===== src/core/tldac_defs.svh =====
// Overview of operation
// - each channel latches the 8-bit host port on its load strobe rising edge
// - two identical channels A and B, own latch and strobe, shared port
// - 6-bit misc latch captures host port on the misc latch strobe
// - trigger source select is high after reset and after an initialize written without remote
// - remote level command drives the trigger source select low unless local is in the same write
// - local level command drives the trigger source select high
// - 10 mV per code step; negative polarity spans 0 down to -2.55 V
// - positive polarity spans 0 up to +2.55 V in 10 mV steps
`ifndef TLDAC_DEFS_SVH
`define TLDAC_DEFS_SVH

`define TLDAC_CODE_W      8
`define TLDAC_MISC_W      6
`define TLDAC_STEP_MV     10
`define TLDAC_LEVEL_W     13
`define TLDAC_ADDR_W      8

`define TLDAC_OFS_CMD     8'h00
`define TLDAC_OFS_STATUS  8'h04
`define TLDAC_OFS_LEVEL_A 8'h08
`define TLDAC_OFS_LEVEL_B 8'h0C

`define TLDAC_MISC_RST    6'h01
`define TLDAC_SEL_BIT     0
`define TLDAC_POL_A_BIT   1
`define TLDAC_POL_B_BIT   2

`define TLDAC_CMD_INIT    0
`define TLDAC_CMD_REMOTE  1
`define TLDAC_CMD_LOCAL   2

`define TLDAC_RESP_OKAY   2'h0
`define TLDAC_RESP_SLVERR 2'h2

`endif


===== src/core/tldac_pkg.sv =====
`include "tldac_defs.svh"

package tldac_pkg;

  typedef logic [`TLDAC_CODE_W-1:0]         tldac_code_t;
  typedef logic [`TLDAC_MISC_W-1:0]         tldac_misc_t;
  typedef logic signed [`TLDAC_LEVEL_W-1:0] tldac_level_t;

  typedef enum logic {
    TLDAC_NEG = 1'b0,
    TLDAC_POS = 1'b1
  } tldac_pol_e;

endpackage : tldac_pkg


===== src/core/tldac_port_if.sv =====
`timescale 1ns/10ps
`include "tldac_defs.svh"

interface tldac_port_if;
  logic [`TLDAC_CODE_W-1:0] data;
  logic                     load;

  modport src (output data, output load);
  modport snk (input data, input load);
endinterface : tldac_port_if


===== src/core/tldac_channel.sv =====
`timescale 1ns/10ps
`include "tldac_defs.svh"

module tldac_channel (
  input  wire logic              aclk,
  input  wire logic              aresetn,
  tldac_port_if.snk              port,
  input  tldac_pkg::tldac_pol_e  pol,
  output tldac_pkg::tldac_code_t code_q,
  output tldac_pkg::tldac_level_t level_q
);

  localparam int LW = `TLDAC_LEVEL_W;

  logic [LW-1:0]          mag;
  tldac_pkg::tldac_level_t level_d;

  // magnitude in mV and sign from polarity
  assign mag     = LW'(code_q) * LW'(`TLDAC_STEP_MV);
  assign level_d = (pol == tldac_pkg::TLDAC_POS) ? $signed(mag)
                                                 : -$signed(mag);

  always_ff @(posedge aclk) begin
    if (!aresetn) begin
      code_q  <= '0;
      level_q <= '0;
    end else begin
      if (port.load) begin
        code_q <= port.data;
      end
      level_q <= level_d;
    end
  end

  property p_load_capture;
    @(posedge aclk) disable iff (!aresetn)
      port.load |=> (code_q == $past(port.data));
  endproperty
  a_load_capture: assert property (p_load_capture)
    else $error("code not captured on load strobe");

  property p_code_hold;
    @(posedge aclk) disable iff (!aresetn)
      !port.load |=> $stable(code_q);
  endproperty
  a_code_hold: assert property (p_code_hold)
    else $error("code changed without its own strobe");

  property p_neg_span;
    @(posedge aclk) disable iff (!aresetn)
      (pol == tldac_pkg::TLDAC_NEG) |=>
        (int'(level_q) == -10 * int'($past(code_q)));
  endproperty
  a_neg_span: assert property (p_neg_span)
    else $error("negative level not minus ten mV per code");

  property p_pos_span;
    @(posedge aclk) disable iff (!aresetn)
      (pol == tldac_pkg::TLDAC_POS) |=>
        (int'(level_q) == 10 * int'($past(code_q)));
  endproperty
  a_pos_span: assert property (p_pos_span)
    else $error("positive level not ten mV per code");

endmodule : tldac_channel


===== src/core/tldac_sync.sv =====
`timescale 1ns/10ps

module tldac_sync #(
  parameter int W = 1
) (
  input  wire logic         aclk,
  input  wire logic         aresetn,
  input  wire logic [W-1:0] d,
  output logic      [W-1:0] q
);

  logic [W-1:0] meta_q;

  // first stage feeds only the second stage
  always_ff @(posedge aclk) begin
    if (!aresetn) begin
      meta_q <= '0;
      q      <= '0;
    end else begin
      meta_q <= d;
      q      <= meta_q;
    end
  end

endmodule : tldac_sync


===== src/core/tldac_top.sv =====
`timescale 1ns/10ps
`include "tldac_defs.svh"

module tldac_top (
  input  wire logic                     aclk,
  input  wire logic                     aresetn,
  input  wire logic [`TLDAC_ADDR_W-1:0] s_axi_awaddr,
  input  wire logic [2:0]               s_axi_awprot,
  input  wire logic                     s_axi_awvalid,
  output logic                          s_axi_awready,
  input  wire logic [31:0]              s_axi_wdata,
  input  wire logic [3:0]               s_axi_wstrb,
  input  wire logic                     s_axi_wvalid,
  output logic                          s_axi_wready,
  output logic [1:0]                    s_axi_bresp,
  output logic                          s_axi_bvalid,
  input  wire logic                     s_axi_bready,
  input  wire logic [`TLDAC_ADDR_W-1:0] s_axi_araddr,
  input  wire logic [2:0]               s_axi_arprot,
  input  wire logic                     s_axi_arvalid,
  output logic                          s_axi_arready,
  output logic [31:0]                   s_axi_rdata,
  output logic [1:0]                    s_axi_rresp,
  output logic                          s_axi_rvalid,
  input  wire logic                     s_axi_rready,
  input  wire logic [`TLDAC_CODE_W-1:0] host_port,
  input  wire logic                     dac_a_load_strobe,
  input  wire logic                     dac_b_load_strobe,
  input  wire logic                     misc_latch_strobe,
  output logic                          trigger_source_select,
  output tldac_pkg::tldac_misc_t        misc_ctrl,
  output tldac_pkg::tldac_code_t        level_a_code,
  output tldac_pkg::tldac_code_t        level_b_code,
  output tldac_pkg::tldac_level_t       level_a_mv,
  output tldac_pkg::tldac_level_t       level_b_mv
);

  localparam int CW = `TLDAC_CODE_W;
  localparam int SW = CW + 3;
  localparam int AW = `TLDAC_ADDR_W;

  function automatic logic word_is(input logic [AW-3:0] word,
                                   input logic [AW-1:0] ofs);
    return word == ofs[AW-1:2];
  endfunction : word_is

  // pin synchronisation and strobe edges

  logic [SW-1:0]          pins_s;
  logic [CW-1:0]          port_s;
  logic                   str_a_s;
  logic                   str_b_s;
  logic                   str_m_s;
  logic                   str_a_q;
  logic                   str_b_q;
  logic                   str_m_q;
  logic                   load_a;
  logic                   load_b;
  logic                   misc_load;

  tldac_sync #(
    .W (SW)
  ) u_sync (
    .aclk    (aclk),
    .aresetn (aresetn),
    .d       ({misc_latch_strobe, dac_b_load_strobe, dac_a_load_strobe,
               host_port}),
    .q       (pins_s)
  );

  // data and strobes share one delay so the code stays aligned
  assign port_s    = pins_s[CW-1:0];
  assign str_a_s   = pins_s[CW];
  assign str_b_s   = pins_s[CW+1];
  assign str_m_s   = pins_s[CW+2];
  assign load_a    = str_a_s & ~str_a_q;
  assign load_b    = str_b_s & ~str_b_q;
  assign misc_load = str_m_s & ~str_m_q;

  always_ff @(posedge aclk) begin
    if (!aresetn) begin
      str_a_q <= 1'b0;
      str_b_q <= 1'b0;
      str_m_q <= 1'b0;
    end else begin
      str_a_q <= str_a_s;
      str_b_q <= str_b_s;
      str_m_q <= str_m_s;
    end
  end

  // axi4-lite write path

  logic                   aw_hold_q;
  logic [AW-1:0]          awaddr_q;
  logic                   w_hold_q;
  logic [31:0]            wdata_q;
  logic [3:0]             wstrb_q;
  logic                   aw_have;
  logic                   w_have;
  logic [AW-1:0]          wr_addr;
  logic [31:0]            wr_data;
  logic [3:0]             wr_strb;
  logic                   wr_fire;
  logic                   wr_cmd;
  logic [1:0]             wr_resp;

  assign s_axi_awready = ~aw_hold_q & ~s_axi_bvalid;
  assign s_axi_wready  = ~w_hold_q & ~s_axi_bvalid;
  assign aw_have = aw_hold_q | (s_axi_awvalid & s_axi_awready);
  assign w_have  = w_hold_q | (s_axi_wvalid & s_axi_wready);
  assign wr_addr = aw_hold_q ? awaddr_q : s_axi_awaddr;
  assign wr_data = w_hold_q ? wdata_q : s_axi_wdata;
  assign wr_strb = w_hold_q ? wstrb_q : s_axi_wstrb;
  assign wr_fire = aw_have & w_have & ~s_axi_bvalid;
  assign wr_cmd  = word_is(wr_addr[AW-1:2], `TLDAC_OFS_CMD);
  assign wr_resp = wr_cmd ? `TLDAC_RESP_OKAY : `TLDAC_RESP_SLVERR;

  always_ff @(posedge aclk) begin
    if (!aresetn) begin
      aw_hold_q    <= 1'b0;
      awaddr_q     <= '0;
      w_hold_q     <= 1'b0;
      wdata_q      <= '0;
      wstrb_q      <= '0;
      s_axi_bvalid <= 1'b0;
      s_axi_bresp  <= `TLDAC_RESP_OKAY;
    end else begin
      aw_hold_q <= aw_have & ~wr_fire;
      w_hold_q  <= w_have & ~wr_fire;
      awaddr_q  <= wr_addr;
      wdata_q   <= wr_data;
      wstrb_q   <= wr_strb;
      if (wr_fire) begin
        s_axi_bvalid <= 1'b1;
        s_axi_bresp  <= wr_resp;
      end else if (s_axi_bready) begin
        s_axi_bvalid <= 1'b0;
      end
    end
  end

  // command pulses from a write to the command register

  logic                   cmd_en;
  logic                   cmd_init;
  logic                   cmd_remote;
  logic                   cmd_local;

  assign cmd_en     = wr_fire & wr_cmd & wr_strb[0];
  assign cmd_init   = cmd_en & wr_data[`TLDAC_CMD_INIT];
  assign cmd_remote = cmd_en & wr_data[`TLDAC_CMD_REMOTE];
  assign cmd_local  = cmd_en & wr_data[`TLDAC_CMD_LOCAL];

  // miscellaneous latch and trigger source select

  tldac_pkg::tldac_misc_t misc_q;
  tldac_pkg::tldac_misc_t misc_cap;
  tldac_pkg::tldac_misc_t misc_ini;
  tldac_pkg::tldac_misc_t misc_d;
  logic                   sel_d;

  assign misc_cap = misc_load ? port_s[`TLDAC_MISC_W-1:0] : misc_q;
  assign misc_ini = cmd_init ? `TLDAC_MISC_RST : misc_cap;
  // local wins when both commands arrive together
  assign sel_d = cmd_local  ? 1'b1 :
                 cmd_remote ? 1'b0 :
                 misc_ini[`TLDAC_SEL_BIT];
  assign misc_d = {misc_ini[`TLDAC_MISC_W-1:1], sel_d};

  always_ff @(posedge aclk) begin
    if (!aresetn) begin
      misc_q <= `TLDAC_MISC_RST;
    end else begin
      misc_q <= misc_d;
    end
  end

  assign misc_ctrl             = misc_q;
  assign trigger_source_select = misc_q[`TLDAC_SEL_BIT];

  // two identical converter channels on the shared port

  tldac_port_if port_a ();
  tldac_port_if port_b ();

  assign port_a.data = port_s;
  assign port_a.load = load_a;
  assign port_b.data = port_s;
  assign port_b.load = load_b;

  tldac_channel u_chan_a (
    .aclk    (aclk),
    .aresetn (aresetn),
    .port    (port_a),
    .pol     (tldac_pkg::tldac_pol_e'(misc_q[`TLDAC_POL_A_BIT])),
    .code_q  (level_a_code),
    .level_q (level_a_mv)
  );

  tldac_channel u_chan_b (
    .aclk    (aclk),
    .aresetn (aresetn),
    .port    (port_b),
    .pol     (tldac_pkg::tldac_pol_e'(misc_q[`TLDAC_POL_B_BIT])),
    .code_q  (level_b_code),
    .level_q (level_b_mv)
  );

  // axi4-lite read path

  logic [AW-3:0]          rd_word;
  logic                   rd_hit;
  logic [31:0]            rd_mux;
  logic [31:0]            rd_lvl_a;
  logic [31:0]            rd_lvl_b;

  assign rd_word  = s_axi_araddr[AW-1:2];
  assign rd_lvl_a = {{3{level_a_mv[`TLDAC_LEVEL_W-1]}}, level_a_mv, 7'h00,
                     misc_q[`TLDAC_POL_A_BIT], level_a_code};
  assign rd_lvl_b = {{3{level_b_mv[`TLDAC_LEVEL_W-1]}}, level_b_mv, 7'h00,
                     misc_q[`TLDAC_POL_B_BIT], level_b_code};
  assign rd_hit   = word_is(rd_word, `TLDAC_OFS_CMD) |
                    word_is(rd_word, `TLDAC_OFS_STATUS) |
                    word_is(rd_word, `TLDAC_OFS_LEVEL_A) |
                    word_is(rd_word, `TLDAC_OFS_LEVEL_B);
  assign rd_mux   = word_is(rd_word, `TLDAC_OFS_STATUS)  ? 32'(misc_q) :
                    word_is(rd_word, `TLDAC_OFS_LEVEL_A) ? rd_lvl_a :
                    word_is(rd_word, `TLDAC_OFS_LEVEL_B) ? rd_lvl_b :
                    32'h0000_0000;
  assign s_axi_arready = ~s_axi_rvalid;

  always_ff @(posedge aclk) begin
    if (!aresetn) begin
      s_axi_rvalid <= 1'b0;
      s_axi_rdata  <= 32'h0000_0000;
      s_axi_rresp  <= `TLDAC_RESP_OKAY;
    end else if (s_axi_arvalid & s_axi_arready) begin
      s_axi_rvalid <= 1'b1;
      s_axi_rdata  <= rd_mux;
      s_axi_rresp  <= rd_hit ? `TLDAC_RESP_OKAY : `TLDAC_RESP_SLVERR;
    end else if (s_axi_rready) begin
      s_axi_rvalid <= 1'b0;
    end
  end

  // checks

  property p_misc_capture;
    @(posedge aclk) disable iff (!aresetn)
      (misc_load & ~cmd_en) |=>
        (misc_ctrl == $past(port_s[`TLDAC_MISC_W-1:0]));
  endproperty
  a_misc_capture: assert property (p_misc_capture)
    else $error("misc latch missed its strobe");

  property p_reset_high;
    @(posedge aclk) disable iff (!aresetn)
      $past(!aresetn) |-> (trigger_source_select && !s_axi_bvalid);
  endproperty
  a_reset_high: assert property (p_reset_high)
    else $error("select not high after reset");

  property p_init_high;
    @(posedge aclk) disable iff (!aresetn)
      (cmd_init & ~cmd_remote) |=> trigger_source_select ##0
        (misc_ctrl == `TLDAC_MISC_RST);
  endproperty
  a_init_high: assert property (p_init_high)
    else $error("initialize did not restore select high");

  property p_remote_low;
    @(posedge aclk) disable iff (!aresetn)
      (cmd_remote & ~cmd_local) |=> !trigger_source_select;
  endproperty
  a_remote_low: assert property (p_remote_low)
    else $error("remote command did not drive select low");

  property p_local_high;
    @(posedge aclk) disable iff (!aresetn)
      cmd_local |=> trigger_source_select;
  endproperty
  a_local_high: assert property (p_local_high)
    else $error("local command did not drive select high");

  property p_chan_indep;
    @(posedge aclk) disable iff (!aresetn)
      (load_a & ~load_b) |=> $stable(level_b_code) ##0
        (level_a_code == $past(port_s));
  endproperty
  a_chan_indep: assert property (p_chan_indep)
    else $error("channel strobe disturbed the other channel");

  property p_strobe_edge;
    @(posedge aclk) disable iff (!aresetn)
      $rose(str_a_s) |-> load_a ##1 !load_a;
  endproperty
  a_strobe_edge: assert property (p_strobe_edge)
    else $error("load pulse not one cycle on strobe edge");

  property p_write_resp;
    @(posedge aclk) disable iff (!aresetn)
      wr_fire |=> s_axi_bvalid ##0 (s_axi_bresp == $past(wr_resp));
  endproperty
  a_write_resp: assert property (p_write_resp)
    else $error("write response missing or wrong");

  property p_read_resp;
    @(posedge aclk) disable iff (!aresetn)
      (s_axi_arvalid & s_axi_arready) |=> s_axi_rvalid ##0
        (s_axi_rdata == $past(rd_mux));
  endproperty
  a_read_resp: assert property (p_read_resp)
    else $error("read data missing or wrong");

endmodule : tldac_top

===== config.mk =====
export PLATFORM = sky130hd
export DESIGN_NAME = tldac_top
export DESIGN_NICKNAME = d
export VERILOG_FILES = /design/src/core/tldac_pkg.sv /design/src/core/tldac_port_if.sv /design/src/core/tldac_channel.sv /design/src/core/tldac_sync.sv /design/src/core/tldac_top.sv
export VERILOG_INCLUDE_DIRS = /design/src /design/src/core
export SDC_FILE = /design/constraint.sdc
export NUM_CORES = 1
export LEC_CHECK = 0
export BUFFER_PORTS_ARGS = -buffer_cell sky130_fd_sc_hd__buf_2
export CAP_MARGIN = 5
export CORE_MARGIN = 2
export CORE_UTILIZATION = 34
export DETAILED_ROUTE_END_ITERATION = 8
export GPL_ROUTABILITY_DRIVEN = 0
export GPL_TIMING_DRIVEN = 0
export PLACE_DENSITY_LB_ADDON = 0.12
export SYNTH_ARGS = -nofsm -noshare
export SYNTH_HDL_FRONTEND = slang
export SYNTH_SLANG_ARGS = --single-unit

===== constraint.sdc =====
create_clock -name aclk -period 6.8 [get_ports aclk]
set_clock_uncertainty 0.05 [all_clocks]
set_input_delay 0.34 -clock aclk [delete_from_list [all_inputs] [get_ports aclk]]
set_output_delay 0.34 -clock aclk [all_outputs]
set_load 0.1 [all_outputs]

### Yosys cells after proc, flatten, opt, wreduce, memory -nomap -nowiden

Index checks and enable logic that the tools add are counted.

* register bits after elaboration: 125
* output and inout port bits: 90

* add/subtract/negate cells: 2
* multipliers: 2
* eq/ne operators: 3
* multiplexer cells: 17
* bitwise gates (word level): 31
* reduce and logical (&&, ||, !) cells: 9

Operators by type and width (number)
* $mux W32: 3
* $neg A12 Y13: 2
* $mux W12: 2
* $mul A8 B3 Y11 const B: 2
* $and A1 B1 Y1: 17
* $eq A6 B2 Y1 const B: 2
* $logic_not A6 Y1: 2
* $not A1 Y1: 9
* $mux W1: 8
* $mux W8: 1
* $reduce_or A2 Y1: 4
* $eq A6 B1 Y1 const B: 1
* $or A1 B1 Y1: 5
* $mux W2: 2
* $reduce_bool A2 Y1: 2
* $mux W3: 1
* $reduce_bool A3 Y1: 1

### Depth between registers and ports, before layout

Gate-level depths: netlist of run 1.

* word-level depth: 11
* mapped depth: 9
* depth with buffers taken out: 9

### Modules after synthesis

A second synthesis of run 1 with hierarchy kept.

* cell total of the unflattened synthesis: 545
* area, all modules: 5252.5 sq um

Modules (own cells, without submodules)
* tldac_top: times used 1, cells each 225, area each 2137.0 sq um
* tldac_channel at u_chan_a: times used 1, cells each 154, area each 1358.8 sq um
* tldac_channel at u_chan_b: times used 1, cells each 120, area each 1136.1 sq um
* tldac_sync: times used 1, cells each 46, area each 620.6 sq um

### Worst setup path after synthesis of run 1

No wires, ideal clock.

* path type: register to register
* from: reg u_chan_a.code_q[1]
* to: reg u_chan_a.level_q[10]
* library setup time: 128 ps
* arrival: 3246 ps
* setup slack: 3376 ps
* cell stages (with the launch flop): 9
* path buffers: 0
* cell sequence: dfxtp_1 > ha_1 > ha_1 > fa_1 > or3_1 > nor4_1 > a41oi_1 > xnor2_1 > nor2_1

* cells in the longest elaborated chain, start to end: 3

RTL lines
* from (decl): RTL line tldac_channel.sv:9 `output tldac_pkg::tldac_code_t code_q,`
* from (signal assigned): RTL line tldac_channel.sv:29 `code_q <= port.data;`
* $mul A8 B3 Y11 (*): RTL line tldac_channel.sv:19 `` assign mag = LW'(code_q) * LW'(`TLDAC_STEP_MV); ``
* $neg A12 Y13: RTL line tldac_channel.sv:21 `: -$signed(mag);`
* $mux W12 (*): RTL line tldac_channel.sv:20 `assign level_d = (pol == tldac_pkg::TLDAC_POS) ? $signed(mag)`
* to (signal assigned): RTL line tldac_channel.sv:31 `level_q <= level_d;`
* to (decl): RTL line tldac_channel.sv:10 `output tldac_pkg::tldac_level_t level_q`

Every way passes the cells marked *; elsewhere a longest branch is shown, timed or not.
A chain may end at the register's enable or synchronous reset.

### Final worst setup path of run 1

Same ends and word-level chain as after synthesis.

==> results.sh, run 1 <==
export IMPL_crit_top_cell="ha_1"
export IMPL_irDropWorstVdd_mv=0.174
export IMPL_drc_errors=0
export IMPL_placed_area_sq_um=5780
export IMPL_design_core_area_sq_um=14400
export IMPL_die_h_um=125
export IMPL_worstSetupPathDepth=8
export IMPL_power_leakage_nw=2.83
export IMPL_synthDominantCellAreaShare_pct=43.5
export IMPL_required_ns=6.97
export IMPL_post_cts_resized=0
export IMPL_grt_antenna_before_repair=0
export IMPL_path_delay_family="adder cells"
export IMPL_grt_start_max_net_pins=20
export IMPL_slowest_stage="dfxtp_1"
export IMPL_dieArea_sq_um=15600
export IMPL_totalWireLength_um=13500
export IMPL_path_cells="ha_1 > ha_1 > fa_1 > or3_1 > nor4_1 > a41oi_1 > xnor2_1 > nor2_1"
export IMPL_drtIter0Drc=197
export IMPL_run_status="finished clean"
export IMPL_netlist_instances=537
export IMPL_stdcell_count=857
export IMPL_yosysUniqueCellTypes=55
export IMPL_fmax_mhz=328
export IMPL_critical_path_class="reg -> reg"
export IMPL_clock_latency_ns=0.35
export IMPL_syn2layout_area_growth_pct=22.3
export IMPL_start_util_pct=34.5
export IMPL_clockBufferDepth=2
export IMPL_synth_top_cells_by_area="dfxtp_1, ha_1, nor2_1, mux2i_1, and2_1"
export IMPL_arrival_ns=3.22
export IMPL_wl_per_cell_um=15.8
export IMPL_clk_pin_slew_worst_paths_ns=0.07
export IMPL_clock_sinks=108
export IMPL_cts_buffers=9
export IMPL_yosys_area_top_type="dfxtp_1"
export IMPL_regToRegSetupSlack_ns=3.75
export IMPL_synth_edf_count=0
export IMPL_worstSetupEndpointType="flip-flop"
export IMPL_maxCapViolCount=0
export IMPL_rr_worst_depth=8
export IMPL_min_period_ns=3.05
export IMPL_via_per_inst=4.90
export IMPL_timing_critical_path_from="u_chan_a.code_q[1]"
export IMPL_synth_common_cells="dfxtp_1, nor2_1, a21oi_1"
export IMPL_portBuffers=108
export IMPL_first_global_vias=4089
export IMPL_ys_ff_latch=108
export IMPL_ys_async_sr_fraction_pct=0
export IMPL_gr_total_overflow=0
export IMPL_setup_worst_path_end="u_chan_a.level_q[10]"
export IMPL_finalSetupTns_ns=0
export IMPL_finish_utilization_pct=42.1
export IMPL_r2r_end="u_chan_a.level_q[10]"
export IMPL_die_w_um=125
export IMPL_root_buffer="clkbuf_16"
export IMPL_p_per_area_nw_per_um2=242
export IMPL_dr_total_vias=4199
export IMPL_hold_class="in -> reg"
export IMPL_dr_pass1_iters=4
export IMPL_cpPeakStageDelay_ns=0.52
export IMPL_grtUsageTotal_pct=17.5
export IMPL_place_inst=840
export IMPL_layout_nets=771
export IMPL_antenna_left=0
export IMPL_ioPinCount=166
export IMPL_worstMarginPinSlew_ns=0.701
export IMPL_cp_start_kind="flip-flop"
export IMPL_fill_cells=1485
export IMPL_fin_area_sq_um=6080
export IMPL_syn_avg_cell_area_sq_um=9.26
export IMPL_critical_path_max_fanout=9
export IMPL_ys_seq_area_share_pct=43.5
export IMPL_cts_setup_buffers=0
export IMPL_drive_above_1_share_pct=24.7
export IMPL_cts_tree="yes"
export IMPL_synth_most_common_cell="dfxtp_1"
export IMPL_synth_main_ff_cell="dfxtp_1"
export IMPL_rows=44
export IMPL_finalCritPeriodShare_pct=44.8
export IMPL_crit_buf_inv=0
export IMPL_cts_htree_levels=3
export IMPL_yosysWarnings=0
export IMPL_rr_startpoint="u_chan_a.code_q[1]"
export IMPL_setup_viol=0
export IMPL_postCtsHoldBufs=0
export IMPL_syn_cell_area_sq_um=4970
export IMPL_rsz0062_at_grt="no"
export IMPL_hold_slack_ns=0.119
export IMPL_hpwl_um=10400
export IMPL_relSlewSlack_pct=53.3
export IMPL_grt_pass1_wl_um=21300
export IMPL_slew_violations=0
export IMPL_finalHoldViolations=0
-- cell usage in the layout (no fill, tap or decap), drive strengths merged, types with 4 or more instances in the layout --
cell,count
nor2,76
xnor2,9
o21ai,17
a2bb2oi,14
or3,6
clkbuf,29
xor2,9
conb,12
nor3,9
o21a,4
nand2b,6
mux2,6
a22oi,21
dfxtp,108
and2,30
inv,16
mux2i,28
buf,137
o22ai,4
ha,26
a31oi,4
a211oi,5
a21oi,35
nor2b,4
nand2,24
-- logic make-up after synthesis --
group	count (synthesis)	share of synthesized area [%]
simple gates	171	16.6
compound gates	117	16.1
flops	108	43.5
buf+inv	60	6.27
mux	34	7.00
fa+ha+maj	28	7.35
xor+xnor	18	3.17
other cells	1	0.0754
-- stage by stage --
stage / total power [mW] / setup WS [ns]
global route: 1.53 / 3.57
global placement: 0.969 / 3.79
detailed placement: 0.970 / 3.78
floorplan: 0.915 / 3.38
finish: 1.47 / 3.75
CTS: 1.49 / 3.76
-- state kept, by name, indices dropped and copies added (netlist names) --
signal / count
s_axi_rdata: 21
u_chan_a.level_q: 12
u_chan_b.level_q: 12
u_sync.meta_q: 11
u_sync.q: 11
u_chan_a.code_q: 8
u_chan_b.code_q: 8
awaddr_q: 6
misc_ctrl: 6
wdata_q: 3
aw_hold_q: 1
s_axi_bresp: 1
s_axi_bvalid: 1
s_axi_rresp: 1
s_axi_rvalid: 1
str_a_q: 1
str_b_q: 1
str_m_q: 1
w_hold_q: 1
wstrb_q: 1
-- final cells by class --
| type | instances | area, sq um | area share [%] |
|---|---|---|---|
| Multi-Input combinational cell | 380 | 2540 | 41.8 |
| Sequential cell | 108 | 2160 | 35.6 |
| Timing Repair Buffer | 108 | 541 | 8.89 |
| Buffer | 48 | 267 | 4.38 |
| Clock buffer | 10 | 239 | 3.93 |
| Tap cell | 184 | 230 | 3.79 |
| Clock inverter | 6 | 53.8 | 0.885 |
| Inverter | 12 | 45.0 | 0.741 |
| Antenna cell | 1 | 2.50 | 0.0412 |
-- worst min-delay path by stage --
stage | startpoint | end | cells after the start
floorplan | u_sync.meta_q[0] | u_sync.q[0] | 1
global placement | u_sync.meta_q[8] | u_sync.q[8] | 1
detailed placement | u_sync.meta_q[9] | u_sync.q[9] | 1
CTS | s_axi_rready | s_axi_rvalid | 2
global route | s_axi_rready | s_axi_rvalid | 2
finish | s_axi_rready | s_axi_rvalid | 2
-- layer usage --
layer,part of all wire [%],GRT usage [%],up-vias,wire [um]
met1,45,22.3,1933,6120
met2,47,28.4,147,6300
met3,6.2,4.96,16,845
li1,-,-,2103,-
met5,0,0,-,0
met4,2.0,6.67,0,273
-- power breakdown --
part,total (mW),internal [mW],switching [mW]
combinational,0.281,0.0657,0.215
sequential,0.674,0.657,0.0167
clock,0.516,0.267,0.250
No activity file was read; power rests on OpenSTA's default activity.
==> run 2: changes to the inputs <==
clock period = 2.8 ns   (was 6.8 ns; I/O delays follow)
==> run 2 against run 1 <==
Against the previous run: non-clock buffer count rose by 27; via count increased by 2.1%; global-route usage up 0.56 points; combinational power increased to 2.6 times the previous value; clock power increased by 140%; final area rose by 6.7%; clock-buffer cell count grew 1; setup slack worse by 3.6 ns; first-iteration DRC count is 1.0% lower; critical path type unchanged; critical endpoint is now u_chan_a.level_q[12]; highest routed layer unchanged.
==> results.sh, run 2 (synthesized netlist as in run 1, its figures left out) <==
export IMPL_relSlewSlack_pct=49.1
export IMPL_via_per_inst=4.86
export IMPL_finish_utilization_pct=45.0
export IMPL_root_buffer="clkbuf_16"
export IMPL_combinationalPowerShare_pct=20.0
export IMPL_r2r_end="u_chan_a.level_q[12]"
export IMPL_swShare_pct=32.8
export IMPL_top_register="s_axi_rdata"
export IMPL_syn2layout_area_growth_pct=30.5
export IMPL_finalHoldViolations=0
export IMPL_dr_total_vias=4287
export IMPL_grt_pass1_wl_um=22400
export IMPL_rows=44
export IMPL_arrival_ns=2.81
export IMPL_wl_per_cell_um=16.0
export IMPL_slew_violations=0
export IMPL_critical_path_class="reg -> reg"
export IMPL_rr_worst_depth=8
export IMPL_die_h_um=125
export IMPL_timing_critical_path_from="u_chan_a.code_q[0]"
export IMPL_drtIter0Drc=195
export IMPL_fin_area_sq_um=6490
export IMPL_setup_worst_path_end="u_chan_a.level_q[12]"
export IMPL_cts_buffers=9
export IMPL_clock_latency_ns=0.35
export IMPL_drive_above_1_share_pct=28.6
export IMPL_top_usage_layer="met2"
export IMPL_setup_viol=0
export IMPL_seq_power_share_pct=45.1
export IMPL_min_period_ns=2.66
export IMPL_intPower_mw=2.43
export IMPL_totalWireLength_um=14100
export IMPL_grtUsageTotal_pct=18.1
export IMPL_largest_reg_flops=21
export IMPL_grt_util_met2_pct=29.7
export IMPL_design_core_area_sq_um=14400
export IMPL_cts_htree_levels=3
export IMPL_layout_nets=798
export IMPL_power_leakage_nw=2.96
export IMPL_rsz0062_at_grt="no"
export IMPL_antenna_left=0
export IMPL_maxCapViolCount=0
export IMPL_layout_commonest_cell="buf_2"
export IMPL_critical_path_max_fanout=8
export IMPL_portBuffers=108
export IMPL_dieArea_sq_um=15600
export IMPL_regToRegSetupSlack_ns=0.14
export IMPL_antenna_cells=0
export IMPL_dr_pass1_iters=4
export IMPL_reg_largest_list="s_axi_rdata: 21 flops, u_chan_a.level_q: 12 flops, u_chan_b.level_q: 12 flops"
export IMPL_worstSetupEndpointType="flip-flop"
export IMPL_drc_errors=0
export IMPL_layout_common_cells="buf_2, dfxtp_1, nor2_1"
export IMPL_finalCritPeriodShare_pct=94.9
export IMPL_total_power_mw=3.62
export IMPL_clkPwrFrac_pct=34.9
export IMPL_worstMarginPinSlew_ns=0.764
export IMPL_grt_use_met3_pct=5.39
export IMPL_placed_area_sq_um=5820
export IMPL_fmax_mhz=376
export IMPL_start_util_pct=34.5
export IMPL_hold_class="in -> reg"
export IMPL_cp_start_kind="flip-flop"
export IMPL_switchingPower_mw=1.19
export IMPL_first_global_vias=4231
export IMPL_cts_tree="yes"
export IMPL_irDropWorstVdd_mv=0.502
export IMPL_clk_pin_slew_worst_paths_ns=0.07
export IMPL_ioPinCount=166
export IMPL_gr_total_overflow=0
export IMPL_die_w_um=125
export IMPL_rr_startpoint="u_chan_a.code_q[0]"
export IMPL_required_ns=2.96
export IMPL_use_met1_pct=23.3
export IMPL_grt_antenna_before_repair=0
export IMPL_p_per_area_nw_per_um2=557
export IMPL_run_status="finished clean"
export IMPL_hpwl_um=10500
export IMPL_clock_sinks=108
export IMPL_grt_start_max_net_pins=20
export IMPL_clockBufferDepth=2
run 2: what timing repair did:
item / in CTS / in global routing
buffers inserted: 0 / 4
endpoints found under the hold margin: 23 / 0
gates resized for setup: 4 / 18
endpoints found under the setup margin: 7 / 9
pin swaps: 0 / 9
hold buffers: 23 / 0
run 2: layout make-up:
type,count,area [sq um]
fill,1415,7940
multi-input combinational,380,2660
sequential,108,2190
timing repair buffer,135,801
buffer,48,267
clock buffer,11,243
tap,184,230
clock inverter,5,50.0
inverter,12,45.0
run 2: worst min path at each step:
stage	startpoint	endpoint	cells after the start
floorplan	s_axi_rready	s_axi_rvalid	1
global placement	s_axi_rready	s_axi_rvalid	2
detailed placement	s_axi_rready	s_axi_rvalid	2
CTS	s_axi_arvalid	s_axi_rvalid	3
global route	s_axi_bready	s_axi_bvalid	3
finish	s_axi_arvalid	s_axi_rvalid	3
run 2: metal layers:
| metal | share of wire, % | vias to the layer above |
|---|---|---|
| li1 | - | 2148 |
| met1 | 45 | 1972 |
| met2 | 46 | 151 |
| met3 | 7.4 | 16 |
| met4 | 1.6 | 0 |
| met5 | 0 | - |
run 2: worst max-delay path: stages (launching register included):
cell      delay, ns
dfxtp_2        0.39
ha_1           0.25
ha_4           0.18
fa_1           0.49
or3_4          0.38
nor4_4         0.34
nand3_1        0.14
nor3_2         0.21
a211oi_2       0.09
run 2: per-stage QoR:
stage | instances | hold WS [ns] | TNS (ns) | setup WS (ns)
floorplan | 548 | 0.189 | -0.0382 | -0.0382
global placement | 840 | 0.279 | -0.105 | -0.0746
CTS | 879 | 0.00719 | 0 | 0.00417
global route | 883 | 0.0489 | 0 | 0.00394
detailed placement | 840 | 0.279 | -0.168 | -0.0776
finish | 883 | 0.0179 | 0 | 0.142
run 2: power by group through the flow:
stage | registers (mW) | clock network [mW] | logic (mW)
4_1_cts | 1.63 | 1.29 | 0.712
3_3_place_gp | 1.67 | 0 | 0.680
2_1_floorplan | 1.87 | 0 | 0.346
3_5_place_dp | 1.67 | 0 | 0.685
5_1_grt | 1.64 | 1.35 | 0.763
6_report | 1.63 | 1.26 | 0.722
